## src/hw/bridge_pkg.sv

```systemverilog
// Constants, types and state codes of the serial-to-SPI bridge.
// Assumes a 50 MHz core clock.
package bridge_pkg;
	localparam int CLK_KHZ = 50000;
	localparam int I2C_MAX_KHZ = 400;
	localparam int BUF_DEPTH = 200;
	localparam int FIFO_DEPTH = 16;
	localparam logic [7:0] CMD_CFG = 8'hF0;
	localparam logic [7:0] CMD_CLR_INT = 8'hF1;
	localparam logic [7:0] CMD_IDLE = 8'hF2;
	localparam int CFG_ORDER_BIT = 5;
	localparam int CFG_CPOL_BIT = 3;
	localparam int CFG_CPHA_BIT = 2;
	localparam int CFG_RATE_LSB = 0;
	localparam int SPI_KHZ_0 = 1843;
	localparam int SPI_KHZ_1 = 461;
	localparam int SPI_KHZ_2 = 115;
	localparam int SPI_KHZ_3 = 58;
	// Half periods round up so the rate never exceeds its figure
	localparam logic [8:0] HALF_0 = 9'((CLK_KHZ + 2 * SPI_KHZ_0 - 1) / (2 * SPI_KHZ_0));
	localparam logic [8:0] HALF_1 = 9'((CLK_KHZ + 2 * SPI_KHZ_1 - 1) / (2 * SPI_KHZ_1));
	localparam logic [8:0] HALF_2 = 9'((CLK_KHZ + 2 * SPI_KHZ_2 - 1) / (2 * SPI_KHZ_2));
	localparam logic [8:0] HALF_3 = 9'((CLK_KHZ + 2 * SPI_KHZ_3 - 1) / (2 * SPI_KHZ_3));
	typedef struct packed {
		logic lsb_first;
		logic cpol;
		logic cpha;
		logic [1:0] rate;
	} spi_cfg_t;
	localparam spi_cfg_t CFG_RESET = '0;
	typedef enum logic [4:0] {
		I_IDLE = 5'h01,
		I_RX = 5'h02,
		I_ACK = 5'h04,
		I_TX = 5'h08,
		I_RACK = 5'h10
	} i2c_st_t;
	typedef enum logic [3:0] {
		SP_IDLE = 4'h1,
		SP_SETUP = 4'h2,
		SP_SHIFT = 4'h4,
		SP_HOLD = 4'h8
	} spi_st_t;
endpackage

```

## src/hw/serial_bridge.sv

```systemverilog
// Serial slave to SPI master bridge with a 200-byte buffer and input FIFO.
// Assumes all pins are asynchronous to mclk_in; open-drain pins are resolved outside.
//
// Contract
// - Slave only, byte oriented, up to 400 kHz
// - Clock held low between bytes when stalled
// - First seven bits address, eighth is direction
// - Address is fixed upper plus three straps
// - Straps latched during reset only
// - No acknowledge while a function executes
// - 200-byte buffer; address, command, payload
// - Payload stored until STOP, then execute
// - Command 01h-0Fh starts transfer, bits pick selects
// - Any select combination accepted
// - Send exactly the received payload count
// - Returned byte overwrites its buffer slot
// - Four active-low slave select outputs
// - Interrupt output is open drain, low only
// - Device reset input is active low
// - SPI rate at most 1.8 Mbit/s
// - Read returns buffer, leaves it unchanged
// - Interrupt on transfer end, F1h clears
// - F0h loads order, mode and rate
// - F2h idles until own address seen
`timescale 1ns/100ps

module byte_fifo #(
	parameter int W = 8,
	parameter int D = 16
) (
	input wire logic mclk_in,
	input wire logic rst_in,
	input wire logic in_valid_in,
	input wire logic [W-1:0] in_data_in,
	output logic in_ready_out,
	output logic out_valid_out,
	output logic [W-1:0] out_data_out,
	input wire logic out_ready_in
);
	localparam int AW = $clog2(D);
	logic [W-1:0] mem_r [D];
	logic [AW-1:0] wp_r;
	logic [AW-1:0] rp_r;
	logic [AW:0] cnt_r;
	logic push;
	logic pop;

	assign push = in_valid_in && in_ready_out;
	assign pop = out_valid_out && out_ready_in;
	assign in_ready_out = cnt_r != (AW + 1)'(D);
	assign out_valid_out = cnt_r != '0;
	assign out_data_out = mem_r[rp_r];

	always_ff @(posedge mclk_in) begin
		if (push) begin
			mem_r[wp_r] <= in_data_in;
		end
	end

	always_ff @(posedge mclk_in or posedge rst_in) begin
		if (rst_in) begin
			wp_r <= '0;
			rp_r <= '0;
			cnt_r <= '0;
		end else begin
			if (push) begin
				wp_r <= (wp_r == AW'(D - 1)) ? '0 : wp_r + 1'b1;
			end
			if (pop) begin
				rp_r <= (rp_r == AW'(D - 1)) ? '0 : rp_r + 1'b1;
			end
			cnt_r <= cnt_r + (AW + 1)'(push) - (AW + 1)'(pop);
		end
	end
endmodule

module serial_bridge
	import bridge_pkg::*;
#(
	parameter logic [3:0] ADDR_UPPER = 4'h5
) (
	input wire logic mclk_in,
	input wire logic rst_in,
	input wire logic reset_n_in,
	input wire logic scl_in,
	output logic scl_out,
	output logic scl_oe_out,
	input wire logic sda_in,
	output logic sda_out,
	output logic sda_oe_out,
	input wire logic addr_strap_0_in,
	input wire logic addr_strap_1_in,
	input wire logic addr_strap_2_in,
	output logic spi_clk_out,
	output logic mosi_out,
	input wire logic miso_in,
	output logic slave_select_0_n_out,
	output logic slave_select_1_n_out,
	output logic slave_select_2_n_out,
	output logic slave_select_3_n_out,
	output logic int_n_out,
	output logic int_oe_out,
	output logic idle_out,
	output logic busy_out
);
	logic [1:0] scl_p, sda_p, miso_p, rstn_p;
	logic [2:0] strap_m, strap_s, addr_low_r;
	logic scl_d, sda_d;
	logic srst, scl_rise, scl_fall, start_c, stop_c;
	i2c_st_t ist_r;
	spi_st_t sst_r;
	logic [7:0] sh_r, cmd_r, cnt_r, rd_ptr_r, wr_ptr_r, push_data_r;
	logic [3:0] bcnt_r;
	logic first_r, addressed_r, rw_r, cmd_seen_r, sda_drv_r, scl_hold_r, ack_r;
	logic exec_pend_r, push_valid_r, wr_start_r, busy_r;
	logic fifo_in_ready, fifo_out_valid, fifo_out_ready;
	logic [7:0] fifo_out_data;
	logic byte_end, match, addr_hit, exec_fire, busy;
	logic [7:0] buf_r [BUF_DEPTH];
	spi_cfg_t cfg_r;
	logic int_r, idle_r;
	logic [3:0] ss_n_r;
	logic sclk_r, mosi_r, spi_wr_r, spi_done_r;
	logic [7:0] tx_r, rx_r, rx_nxt, idx_r, len_r, spi_wdata_r;
	logic [8:0] half_r, half_lim;
	logic [3:0] edge_r;
	logic half_tick, sample, shift_out;

	// Two-stage synchronisers for every pin
	always_ff @(posedge mclk_in or posedge rst_in) begin
		if (rst_in) begin
			scl_p <= 2'b11;
			sda_p <= 2'b11;
			miso_p <= 2'b00;
			rstn_p <= 2'b00;
			strap_m <= '0;
			strap_s <= '0;
			scl_d <= 1'b1;
			sda_d <= 1'b1;
		end else begin
			scl_p <= {scl_p[0], scl_in};
			sda_p <= {sda_p[0], sda_in};
			miso_p <= {miso_p[0], miso_in};
			rstn_p <= {rstn_p[0], reset_n_in};
			strap_m <= {addr_strap_2_in, addr_strap_1_in, addr_strap_0_in};
			strap_s <= strap_m;
			scl_d <= scl_p[1];
			sda_d <= sda_p[1];
		end
	end

	assign srst = ~rstn_p[1];
	assign scl_rise = scl_p[1] & ~scl_d;
	assign scl_fall = ~scl_p[1] & scl_d;
	assign start_c = scl_p[1] & scl_d & sda_d & ~sda_p[1];
	assign stop_c = scl_p[1] & scl_d & ~sda_d & sda_p[1];

	always_ff @(posedge mclk_in or posedge rst_in) begin
		if (rst_in) begin
			addr_low_r <= '0;
		end else if (srst) begin
			addr_low_r <= strap_s;
		end
	end

	assign busy = exec_pend_r | push_valid_r | fifo_out_valid | (sst_r != SP_IDLE);
	assign match = sh_r[7:1] == {ADDR_UPPER, addr_low_r};
	assign byte_end = (ist_r == I_RX) && (bcnt_r == 4'd8) && (scl_fall || scl_hold_r);
	assign addr_hit = byte_end && first_r && match && !busy;
	assign exec_fire = exec_pend_r && !push_valid_r && !fifo_out_valid && (sst_r == SP_IDLE);

	// Serial slave: never drives the clock except to stretch it
	always_ff @(posedge mclk_in or posedge rst_in) begin
		if (rst_in) begin
			ist_r <= I_IDLE;
			sh_r <= '0;
			bcnt_r <= '0;
			cmd_r <= '0;
			cnt_r <= '0;
			rd_ptr_r <= '0;
			push_data_r <= '0;
			{first_r, addressed_r, rw_r, cmd_seen_r, sda_drv_r} <= '0;
			{scl_hold_r, ack_r, exec_pend_r, push_valid_r, wr_start_r} <= '0;
		end else if (srst) begin
			ist_r <= I_IDLE;
			{first_r, addressed_r, cmd_seen_r, sda_drv_r} <= '0;
			{scl_hold_r, exec_pend_r, push_valid_r, wr_start_r} <= '0;
		end else begin
			wr_start_r <= 1'b0;
			if (push_valid_r && fifo_in_ready) begin
				push_valid_r <= 1'b0;
			end
			if (exec_fire) begin
				exec_pend_r <= 1'b0;
			end
			if (stop_c) begin
				ist_r <= I_IDLE;
				sda_drv_r <= 1'b0;
				scl_hold_r <= 1'b0;
				addressed_r <= 1'b0;
				if (addressed_r && !rw_r && cmd_seen_r) begin
					exec_pend_r <= 1'b1;
				end
			end else if (start_c) begin
				ist_r <= I_RX;
				bcnt_r <= '0;
				first_r <= 1'b1;
				addressed_r <= 1'b0;
				sda_drv_r <= 1'b0;
			end else begin
				unique case (ist_r)
				I_IDLE: begin
				end
				I_RX: begin
					if (scl_rise && bcnt_r != 4'd8) begin
						sh_r <= {sh_r[6:0], sda_p[1]};
						bcnt_r <= bcnt_r + 4'd1;
					end else if (byte_end) begin
						if (first_r) begin
							first_r <= 1'b0;
							if (addr_hit) begin
								addressed_r <= 1'b1;
								rw_r <= sh_r[0];
								cmd_seen_r <= 1'b0;
								cnt_r <= '0;
								rd_ptr_r <= '0;
								wr_start_r <= ~sh_r[0];
								sda_drv_r <= 1'b1;
								ist_r <= I_ACK;
							end else begin
								ist_r <= I_IDLE;
							end
						end else if (!cmd_seen_r) begin
							cmd_r <= sh_r;
							cmd_seen_r <= 1'b1;
							sda_drv_r <= 1'b1;
							ist_r <= I_ACK;
						end else if (cnt_r == 8'(BUF_DEPTH)) begin
							ist_r <= I_IDLE;
						end else if (push_valid_r) begin
							scl_hold_r <= 1'b1;
						end else begin
							scl_hold_r <= 1'b0;
							push_valid_r <= 1'b1;
							push_data_r <= sh_r;
							cnt_r <= cnt_r + 8'd1;
							sda_drv_r <= 1'b1;
							ist_r <= I_ACK;
						end
					end
				end
				I_ACK: begin
					if (scl_fall) begin
						bcnt_r <= '0;
						if (rw_r) begin
							sh_r <= buf_r[rd_ptr_r];
							sda_drv_r <= ~buf_r[rd_ptr_r][7];
							rd_ptr_r <= (rd_ptr_r == 8'(BUF_DEPTH - 1)) ? rd_ptr_r : rd_ptr_r + 8'd1;
							ist_r <= I_TX;
						end else begin
							sda_drv_r <= 1'b0;
							ist_r <= I_RX;
						end
					end
				end
				I_TX: begin
					if (scl_fall) begin
						bcnt_r <= bcnt_r + 4'd1;
						if (bcnt_r == 4'd7) begin
							sda_drv_r <= 1'b0;
							ist_r <= I_RACK;
						end else begin
							sh_r <= {sh_r[6:0], 1'b0};
							sda_drv_r <= ~sh_r[6];
						end
					end
				end
				I_RACK: begin
					if (scl_rise) begin
						ack_r <= ~sda_p[1];
					end else if (scl_fall) begin
						// Next byte starts on this fall, not one bit later
						bcnt_r <= '0;
						if (ack_r) begin
							sh_r <= buf_r[rd_ptr_r];
							sda_drv_r <= ~buf_r[rd_ptr_r][7];
							rd_ptr_r <= (rd_ptr_r == 8'(BUF_DEPTH - 1)) ? rd_ptr_r : rd_ptr_r + 8'd1;
							ist_r <= I_TX;
						end else begin
							ist_r <= I_IDLE;
						end
					end
				end
				endcase
			end
		end
	end

	byte_fifo #(
		.W(8),
		.D(FIFO_DEPTH)
	) u_fifo (
		.mclk_in(mclk_in),
		.rst_in(rst_in),
		.in_valid_in(push_valid_r),
		.in_data_in(push_data_r),
		.in_ready_out(fifo_in_ready),
		.out_valid_out(fifo_out_valid),
		.out_data_out(fifo_out_data),
		.out_ready_in(fifo_out_ready)
	);

	// Drain stalls while a transfer owns the buffer
	assign fifo_out_ready = sst_r == SP_IDLE;

	always_ff @(posedge mclk_in or posedge rst_in) begin
		if (rst_in) begin
			wr_ptr_r <= '0;
		end else if (wr_start_r) begin
			wr_ptr_r <= '0;
		end else if (fifo_out_valid && fifo_out_ready) begin
			wr_ptr_r <= wr_ptr_r + 8'd1;
		end
	end

	always_ff @(posedge mclk_in) begin
		if (spi_wr_r) begin
			buf_r[idx_r] <= spi_wdata_r;
		end else if (fifo_out_valid && fifo_out_ready) begin
			buf_r[wr_ptr_r] <= fifo_out_data;
		end
	end

	// Command execution and status
	always_ff @(posedge mclk_in or posedge rst_in) begin
		if (rst_in) begin
			cfg_r <= CFG_RESET;
			int_r <= 1'b0;
			idle_r <= 1'b0;
			busy_r <= 1'b0;
		end else if (srst) begin
			cfg_r <= CFG_RESET;
			int_r <= 1'b0;
			idle_r <= 1'b0;
			busy_r <= 1'b0;
		end else begin
			busy_r <= busy;
			if (addr_hit) begin
				idle_r <= 1'b0;
			end
			if (exec_fire) begin
				if (cmd_r == CMD_CFG && cnt_r != '0) begin
					cfg_r.lsb_first <= buf_r[0][CFG_ORDER_BIT];
					cfg_r.cpol <= buf_r[0][CFG_CPOL_BIT];
					cfg_r.cpha <= buf_r[0][CFG_CPHA_BIT];
					cfg_r.rate <= buf_r[0][CFG_RATE_LSB +: 2];
				end
				if (cmd_r == CMD_CLR_INT) begin
					int_r <= 1'b0;
				end
				if (cmd_r == CMD_IDLE) begin
					idle_r <= 1'b1;
				end
			end
			if (spi_done_r) begin
				int_r <= 1'b1;
			end
		end
	end

	always_comb begin
		unique case (cfg_r.rate)
		2'd0: half_lim = HALF_0;
		2'd1: half_lim = HALF_1;
		2'd2: half_lim = HALF_2;
		2'd3: half_lim = HALF_3;
		endcase
	end

	assign half_tick = half_r == half_lim - 9'd1;
	assign sample = edge_r[0] == cfg_r.cpha;
	assign shift_out = edge_r[0] != cfg_r.cpha;
	assign rx_nxt = cfg_r.lsb_first ? {miso_p[1], rx_r[7:1]} : {rx_r[6:0], miso_p[1]};

	// SPI master engine
	always_ff @(posedge mclk_in or posedge rst_in) begin
		if (rst_in) begin
			sst_r <= SP_IDLE;
			ss_n_r <= 4'hF;
			{sclk_r, mosi_r, spi_wr_r, spi_done_r} <= '0;
			{tx_r, rx_r, idx_r, len_r, spi_wdata_r} <= '0;
			half_r <= '0;
			edge_r <= '0;
		end else if (srst) begin
			sst_r <= SP_IDLE;
			ss_n_r <= 4'hF;
			{sclk_r, spi_wr_r, spi_done_r} <= '0;
		end else begin
			spi_wr_r <= 1'b0;
			spi_done_r <= 1'b0;
			if (spi_wr_r) begin
				idx_r <= idx_r + 8'd1;
			end
			half_r <= half_tick ? '0 : half_r + 9'd1;
			unique case (sst_r)
			SP_IDLE: begin
				sclk_r <= cfg_r.cpol;
				half_r <= '0;
				if (exec_fire && cmd_r[7:4] == 4'h0 && cmd_r[3:0] != 4'h0) begin
					if (cnt_r == '0) begin
						spi_done_r <= 1'b1;
					end else begin
						ss_n_r <= ~cmd_r[3:0];
						idx_r <= '0;
						len_r <= cnt_r;
						tx_r <= buf_r[0];
						sst_r <= SP_SETUP;
					end
				end
			end
			SP_SETUP: begin
				if (half_tick) begin
					edge_r <= '0;
					if (!cfg_r.cpha) begin
						mosi_r <= cfg_r.lsb_first ? tx_r[0] : tx_r[7];
						tx_r <= cfg_r.lsb_first ? tx_r >> 1 : tx_r << 1;
					end
					sst_r <= SP_SHIFT;
				end
			end
			SP_SHIFT: begin
				if (half_tick && !spi_wr_r) begin
					sclk_r <= ~sclk_r;
					edge_r <= edge_r + 4'd1;
					if (sample) begin
						rx_r <= rx_nxt;
					end
					if (shift_out && edge_r != 4'd15) begin
						mosi_r <= cfg_r.lsb_first ? tx_r[0] : tx_r[7];
						tx_r <= cfg_r.lsb_first ? tx_r >> 1 : tx_r << 1;
					end
					if (edge_r == 4'd15) begin
						spi_wr_r <= 1'b1;
						spi_wdata_r <= sample ? rx_nxt : rx_r;
						if (idx_r + 8'd1 == len_r) begin
							sst_r <= SP_HOLD;
						end else if (!cfg_r.cpha) begin
							mosi_r <= cfg_r.lsb_first ? buf_r[idx_r + 8'd1][0] : buf_r[idx_r + 8'd1][7];
							tx_r <= cfg_r.lsb_first ? buf_r[idx_r + 8'd1] >> 1 : buf_r[idx_r + 8'd1] << 1;
						end else begin
							tx_r <= buf_r[idx_r + 8'd1];
						end
					end
				end
			end
			SP_HOLD: begin
				if (half_tick) begin
					ss_n_r <= 4'hF;
					spi_done_r <= 1'b1;
					sst_r <= SP_IDLE;
				end
			end
			endcase
		end
	end

	assign scl_out = 1'b0;
	assign scl_oe_out = scl_hold_r;
	assign sda_out = 1'b0;
	assign sda_oe_out = sda_drv_r;
	assign int_n_out = 1'b0;
	assign int_oe_out = int_r;
	assign spi_clk_out = sclk_r;
	assign mosi_out = mosi_r;
	assign slave_select_0_n_out = ss_n_r[0];
	assign slave_select_1_n_out = ss_n_r[1];
	assign slave_select_2_n_out = ss_n_r[2];
	assign slave_select_3_n_out = ss_n_r[3];
	assign idle_out = idle_r;
	assign busy_out = busy_r;
endmodule

```

## config.mk

```make
export PLATFORM = sky130hd
export DESIGN_NAME = serial_bridge
export DESIGN_NICKNAME = d
export VERILOG_FILES = /design/src/hw/bridge_pkg.sv /design/src/hw/serial_bridge.sv
export SDC_FILE = /design/constraint.sdc
export NUM_CORES = 2
export LEC_CHECK = 0
export BUFFER_PORTS_ARGS = -buffer_cell sky130_fd_sc_hd__clkbuf_2
export CAP_MARGIN = 5
export CELL_PAD_IN_SITES_DETAIL_PLACEMENT = 0
export CELL_PAD_IN_SITES_GLOBAL_PLACEMENT = 2
export CORE_MARGIN = 8
export CORE_UTILIZATION = 33
export CTS_BUF_LIST = sky130_fd_sc_hd__clkbuf_4 sky130_fd_sc_hd__clkbuf_8
export DETAILED_ROUTE_END_ITERATION = 8
export PLACE_DENSITY = 0.6
export SYNTH_ARGS = -nofsm -noshare
export SYNTH_HDL_FRONTEND = slang
export SYNTH_SLANG_ARGS = --single-unit
```

## constraint.sdc

```tcl
create_clock -name mclk_in -period 5.4 [get_ports mclk_in]
set_input_delay 0.54 -clock mclk_in [delete_from_list [all_inputs] [get_ports mclk_in]]
set_output_delay 0.54 -clock mclk_in [all_outputs]
set_load 0.1 [all_outputs]
```

# After elaboration in Yosys (flattened, before gate mapping)
# Memory sizes are Yosys's and may differ from the RTL's.
# Index checks and enable logic that the tools add are counted.
[word_totals]
romBits = 0
wordCells = 460
mem_bits_rw = 1728
register_bits = 172
mem_count = 2
output_inout_bits = 14
latch_bits = 0
[op_classes]
n_div = 0
bitwise_logic = 27
eq_ne = 100
add_sub_neg = 12
magnitude_cmp = 0
shift = 0
muxes = 206
multipliers = 0
reduce_logical = 63
[mem_list]
columns = ["name", "words", "word_bits", "rd", "rd_clocked_by_memory_dff", "wr", "line_no", "rtl"]
rows = [
  ["buf_r", 200, 8, 3, 0, 1, "serial_bridge.sv:119", "logic [7:0] buf_r [BUF_DEPTH];"],
  ["u_fifo.mem_r", 16, 8, 1, 0, 1, "serial_bridge.sv:41", "logic [W-1:0] mem_r [D];"],
]
[op_table]
columns = ["op", "count"]
rows = [
  ["2-to-1 mux 8 bit", 43],
  ["2-to-1 mux 1 bit", 107],
  ["2-to-1 mux 4 bit", 23],
  ["2-to-1 mux 5 bit", 17],
  ["one-hot mux 8 bit (3 select lines)", 2],
  ["inequality test 5 bit, second input constant", 9],
  ["inequality test 2 bit, second input constant", 21],
  ["equality test 8 bit, second input constant", 5],
  ["inequality test 3 bit, second input constant", 13],
  ["one-hot mux 9 bit (4 select lines)", 1],
  ["adder 8 x 1 -> 8 bit, second input constant", 4],
  ["one-hot mux 4 bit (4 select lines)", 2],
  ["one-hot mux 8 bit (4 select lines)", 1],
  ["inequality test 3 x 1 -> 1 bit, second input constant", 9],
  ["AND reduction 7 bit", 3],
  ["equality test 4 bit, second input constant", 5],
  ["inequality test 4 x 1 -> 1 bit, second input constant", 5],
  ["one-hot mux 5 bit (4 select lines)", 1],
  ["AND reduction 10 bit", 2],
  ["AND reduction 4 bit", 5],
  ["logical AND 1 bit", 18],
  ["2-to-1 mux 9 bit", 2],
  ["adder 4 x 1 -> 4 bit, second input constant", 4],
  ["inverter 1 bit", 16],
  ["other kinds (52)", 90],
]

# Logic depth before layout (Yosys ltp)
[logic_depth]
ltp_word = 15
mapped_depth = 15
mapped_depth_nobuf = 14

# Cells and area by module
# A second synthesis with hierarchy kept.
[hier_totals]
hier_cells = 5171
hier_area_um2 = 90005.1
[by_module_without_submodules]
columns = ["module", "area_each_um2", "n_inst", "cells_per_inst", "seq_area_each_um2"]
rows = [
  ["serial_bridge", 84141.9, 1, 4843, 52039.9],
  ["byte_fifo", 5863.1, 1, 328, 4169.0],
]

# Worst setup path before layout
# Ideal clock, no wire load.
[synth_timing]
kind = "flip-flop to flip-flop"
startpoint = "reg sst_r[0]"
endpoint = "mem buf_r[0][0], data pin"
setup_ns = 0.478
t_arrival_ns = 3.734
path_buffers = 3
path_stages_with_launch = 9
setup_slack_ns = 1.189
path_cell_list = "dfstp_2 or4b_1 clkbuf_1 nor2b_1 inv_1 nor2_1 clkbuf_1 buf_2 mux2_2"
[synth_between]
elab_chain_len = 7
[synth_rtl]
columns = ["element", "line_no", "rtl"]
rows = [
  ["start: declaration", "serial_bridge.sv:111", "spi_st_t sst_r;"],
  ["start signal: assignment", "serial_bridge.sv:388", "sst_r <= SP_IDLE;"],
  ["start signal: assignment", "serial_bridge.sv:395", "sst_r <= SP_IDLE;"],
  ["start signal: assignment", "serial_bridge.sv:417", "sst_r <= SP_SETUP;"],
  ["equality test 4 x 1 -> 1 bit", "serial_bridge.sv:314", "assign fifo_out_ready = sst_r == SP_IDLE;"],
  ["logical AND 1 bit", "serial_bridge.sv:329", "end else if (fifo_out_valid && fifo_out_ready) begin"],
  ["2-to-1 mux 1 bit", "serial_bridge.sv:329", ""],
  ["2-to-1 mux 1 bit", "serial_bridge.sv:327", "if (spi_wr_r) begin"],
  ["2-to-1 mux 1 bit (not written as such)", "serial_bridge.sv:330", "buf_r[wr_ptr_r] <= fifo_out_data;"],
  ["OR reduction 8 bit (no source line)", "--", ""],
  ["2-to-1 mux 8 bit (no source line)", "--", ""],
  ["end: declaration", "serial_bridge.sv:119", ""],
]
# No other way between the ends.

# Final worst setup path
[layout_timing]
startpoint = "reg u_fifo.cnt_r[2]"
endpoint = "mem buf_r[66][4] (enable)"
[layout_between]
elab_chain_len = 7
elab_cells_between_ends = 8
classes_between = "5 x mux; 3 x reduce/logical"
[layout_rtl]
columns = ["element", "line_no", "rtl"]
rows = [
  ["start: declaration", "serial_bridge.sv:44", "logic [AW:0] cnt_r;"],
  ["start signal: assignment", "serial_bridge.sv:72", "cnt_r <= cnt_r + (AW + 1)'(push) - (AW + 1)'(pop);"],
  ["nonzero test 5 bit *", "serial_bridge.sv:51", "assign out_valid_out = cnt_r != '0;"],
  ["logical AND 1 bit *", "serial_bridge.sv:329", ""],
  ["2-to-1 mux 1 bit *", "serial_bridge.sv:329", ""],
  ["2-to-1 mux 1 bit *", "serial_bridge.sv:327", ""],
  ["2-to-1 mux 1 bit (not written as such) *", "serial_bridge.sv:330", ""],
  ["OR reduction 8 bit (no source line)", "--", ""],
  ["2-to-1 mux 8 bit (no source line) or 2-to-1 mux 1 bit (tied branches)", "--", ""],
]
# Mark *: on every way between the ends. The rest lies on a longest branch, timed or not.

==> results.sh <==
export IMPL_fmax_ghz=0.209
export IMPL_crit_type="flip-flop to flip-flop"
export IMPL_synth_area_leaders="edfxtp_1, mux4_2, dfrtp_1, nand2_1, nor2_1"
export IMPL_grt_max_degree=126
export IMPL_start_kind="flip-flop"
export IMPL_synth_compound_area_share_pct=3.56
export IMPL_die_x_um=536
export IMPL_timing_slew_headroom_pct=9.64
export IMPL_ios=23
export IMPL_dr_first_iter_drc_count=5656
export IMPL_fin_tns_setup_ns=0
export IMPL_fin_util_pct=38.3
export IMPL_final_max_slew_violation_count=0
export IMPL_clock_path_buffers=4
export IMPL_synth_top_family_by_area="multiplexers"
export IMPL_p_per_area_mw_per_mm2=326
export IMPL_wl_per_cell_um=34.0
export IMPL_slowest_delay_ns=1.10
export IMPL_gp_congestion=0.845
export IMPL_synth_mux_area_share_pct=25.1
export IMPL_clk_pin_slew_ns=0.06
export IMPL_rsz0062_at_grt="no"
export IMPL_ctsHtreeMaxLevel=5
export IMPL_design_die_area_sq_mm=0.288
export IMPL_fp_coreArea_sq_mm=0.270
export IMPL_max_slew_worst_pin_slew_ns=1.34
export IMPL_cts_tree="yes"
export IMPL_synth_edf_count=1728
export IMPL_r2r_cells=11
export IMPL_grt_overflow_total=0
export IMPL_numCtsBuffers=346
export IMPL_fin_area_sq_mm=0.103
export IMPL_netlist_area_leader_share_pct=58.1
export IMPL_reg2reg_to="buf_r[66][4]"
export IMPL_cp_required_ns=6.06
export IMPL_yosysWarnings=0
export IMPL_grt_pass1_vias=55300
export IMPL_antenna_found_initial=16
export IMPL_async_flop_share_pct=9.05
export IMPL_synthSimpleGateAreaFrac_pct=5.33
export IMPL_end_kind="flip-flop"
export IMPL_irDropWorstVdd_v=0.000285
export IMPL_clock_sinks=1900
export IMPL_cp_arrival_ns=5.44
export IMPL_die_h_um=536
export IMPL_io_buffers=19
export IMPL_insertion_delay_ns=1.09
export IMPL_min_period_ns=4.78
export IMPL_cts_root_buffer="clkbuf_8"
export IMPL_maxCapViolCount=0
export IMPL_ys_flop_type="edfxtp_1"
export IMPL_p_total_mw=33.7
export IMPL_postRouteAntennaNets=0
export IMPL_fin_crit_sh_pct=88.6
export IMPL_finalNetCount=5533
export IMPL_place_area_sq_mm=0.0967
export IMPL_drcViolationCount=0
export IMPL_vias=54000
export IMPL_yosysSeqAreaShare_pct=62.9
export IMPL_outcome="finished clean"
export IMPL_rr_startpoint="u_fifo.cnt_r[2]"
export IMPL_first_pass_iters=5
export IMPL_grt_pass1_wl_um=442000
export IMPL_vias_per_cell=5.79
export IMPL_synth_fa_ha_area_share_pct=0.400
export IMPL_hold_violations=0
export IMPL_yosysTopAreaCell="edfxtp_1"
export IMPL_synthesis_instances=5054
export IMPL_initial_core_util_pct=33.1
export IMPL_p_leak_nw=36.9
export IMPL_nFillCells=24800
export IMPL_num_rows=191
export IMPL_fin_skew_ns=0.0951
export IMPL_layout_drive_gt1_share_pct=35.4
export IMPL_critPathSlowestCell="o31ai_1"
export IMPL_drt_total_wl_um=317000
export IMPL_synth_xor_area_share_pct=0.675
export IMPL_setup_viol=0
export IMPL_ys_ff_latch=1900
export IMPL_synth_cell_types=90
export IMPL_avgSynthCellArea_sq_um=17.7
export IMPL_r2r_setup_slack_ns=0.62
export IMPL_synthesis_area_sq_mm=0.0894
export IMPL_syn2layout_area_growth_pct=15.8
export IMPL_hold_class="primary input to asynchronous set/reset pin"
export IMPL_crit_fanout=20
export IMPL_dpl_hpwl_um=207000
export IMPL_grt_use_total_pct=21.6
export IMPL_path_cells="inv_1, ha_1, or4b_4, nor2b_2, inv_1, buf_4, nor2_4, o31ai_1, nand2_1, buf_4, nor2_1"
==> Yosys cell counts (34+ instances only) <==
cell,number
nand4_1,57
buf_2,136
dfrtp_1,160
xnor2_1,36
o21ai_0,119
nand3_1,99
mux2i_1,110
nor3_1,34
nor2_1,343
clkbuf_1,190
buf_1,46
a31oi_1,43
a21oi_1,109
edfxtp_1,1728
mux4_2,921
nand2_1,411
inv_1,45
mux2_2,51
==> layer usage <==
layer / vias up / share of wire (%) / global-route usage (%) / wire (um)
li1: 21900 / - / - / -
met1: 29300 / 43 / 30.4 / 136000
met2: 2256 / 46 / 34.1 / 147000
met3: 500 / 7.2 / 4.16 / 22700
met4: 2 / 3.3 / 6.89 / 10500
met5: - / 0.0035 / 0 / 11
==> state kept, by name (all words and copies together) (netlist names), 5 cells and up <==
| name | count |
|---|---|
| buf_r | 1600 |
| cnt_r | 8 |
| spi_wdata_r | 8 |
| ist_r | 5 |
| push_data_r | 8 |
| half_r | 9 |
| u_fifo.mem_r | 128 |
| u_fifo.cnt_r | 5 |
| sh_r | 8 |
| rd_ptr_r | 8 |
| rx_r | 8 |
| cfg_r | 5 |
| wr_ptr_r | 8 |
| idx_r | 8 |
| tx_r | 8 |
| len_r | 8 |
| cmd_r | 8 |
==> worst max-delay path: cells and delay by family (launching register included) <==
| kind | cells | cell delay [ns] |
|---|---|---|
| AO/OA/AOI/OAI | 1 | 1.10 |
| AND/OR/NAND/NOR | 5 | 1.91 |
| buffers and inverters | 4 | 0.79 |
| adder cells (fa/ha/maj) | 1 | 0.18 |
| flip-flops | 1 | 0.38 |
==> repair_timing <==
action	in CTS	in global routing
endpoints found under the hold margin	109	0
resized for setup	0	0
hold buffers	9	0
setup buffers	0	0
==> report_power, final <==
group / leakage, nW / internal [mW] / total, mW / switching [mW]
sequential: 22.3 / 15.9 / 16.3 / 0.314
combinational: 11.0 / 1.59 / 3.76 / 2.17
clock: 3.56 / 7.56 / 13.7 / 6.16
==> cells in the final DEF (no fill, tap or decap), drive strengths merged, types with 36 or more instances in the layout <==
cell    instances
dfrtp         160
xnor2          36
nor2          344
buf           447
mux2i         110
nand3         100
edfxtp       1728
inv            48
clkbuf        477
nand4          57
mux2           51
nand2         411
a31oi          43
a21oi         110
mux4          921
clkinv        115
o21ai         123
==> final cells by class <==
cell class                      instances  area [sq um]  share of cell area, %
Sequential cell                      1900         56200                   54.3
Antenna cell                           10          25.0                 0.0242
Tap cell                             3570          4470                   4.32
Timing Repair Buffer                  475          4240                   4.10
Inverter                               46           180                  0.174
Multi-Input combinational cell       2727         31600                   30.6
Clock buffer                          458          5700                   5.51
Clock inverter                        138          1020                  0.984
==> metrics by stage <==
stage	instances	setup WS [ns]	hold slack (ns)
after floorplan	5056	0.220	0.331
after global placement	8708	0.228	0.343
after detailed placement	8709	0.712	0.337
after CTS	9314	0.662	0.0276
after global routing	9316	0.548	0.0877
final	9324	0.615	0.151
==> cell families after synthesis <==
family | Yosys count
DFF | 1900
muxes | 1082
and+or+nand+nor | 1072
adders and majority gates | 28
buffers and inverters | 429
AOI/OAI and AO/OA | 478
other | 1
xor gates and xnor gates | 64
==> worst max-delay path by stage <==
stage | startpoint | endpoint | slack, ns | cells past startpoint
6_report | u_fifo.cnt_r[2] | buf_r[66][4] | 0.62 | 11
3_3_place_gp | idx_r[0] | tx_r[5] | 0.23 | 12
4_1_cts | u_fifo.cnt_r[2] | buf_r[66][3] | 0.66 | 11
5_1_grt | u_fifo.cnt_r[2] | buf_r[66][3] | 0.55 | 11
3_5_place_dp | idx_r[0] | tx_r[0] | 0.71 | 12
2_1_floorplan | rst_in | ack_r | 0.22 | 1
Power figures use the tool's default switching activity.
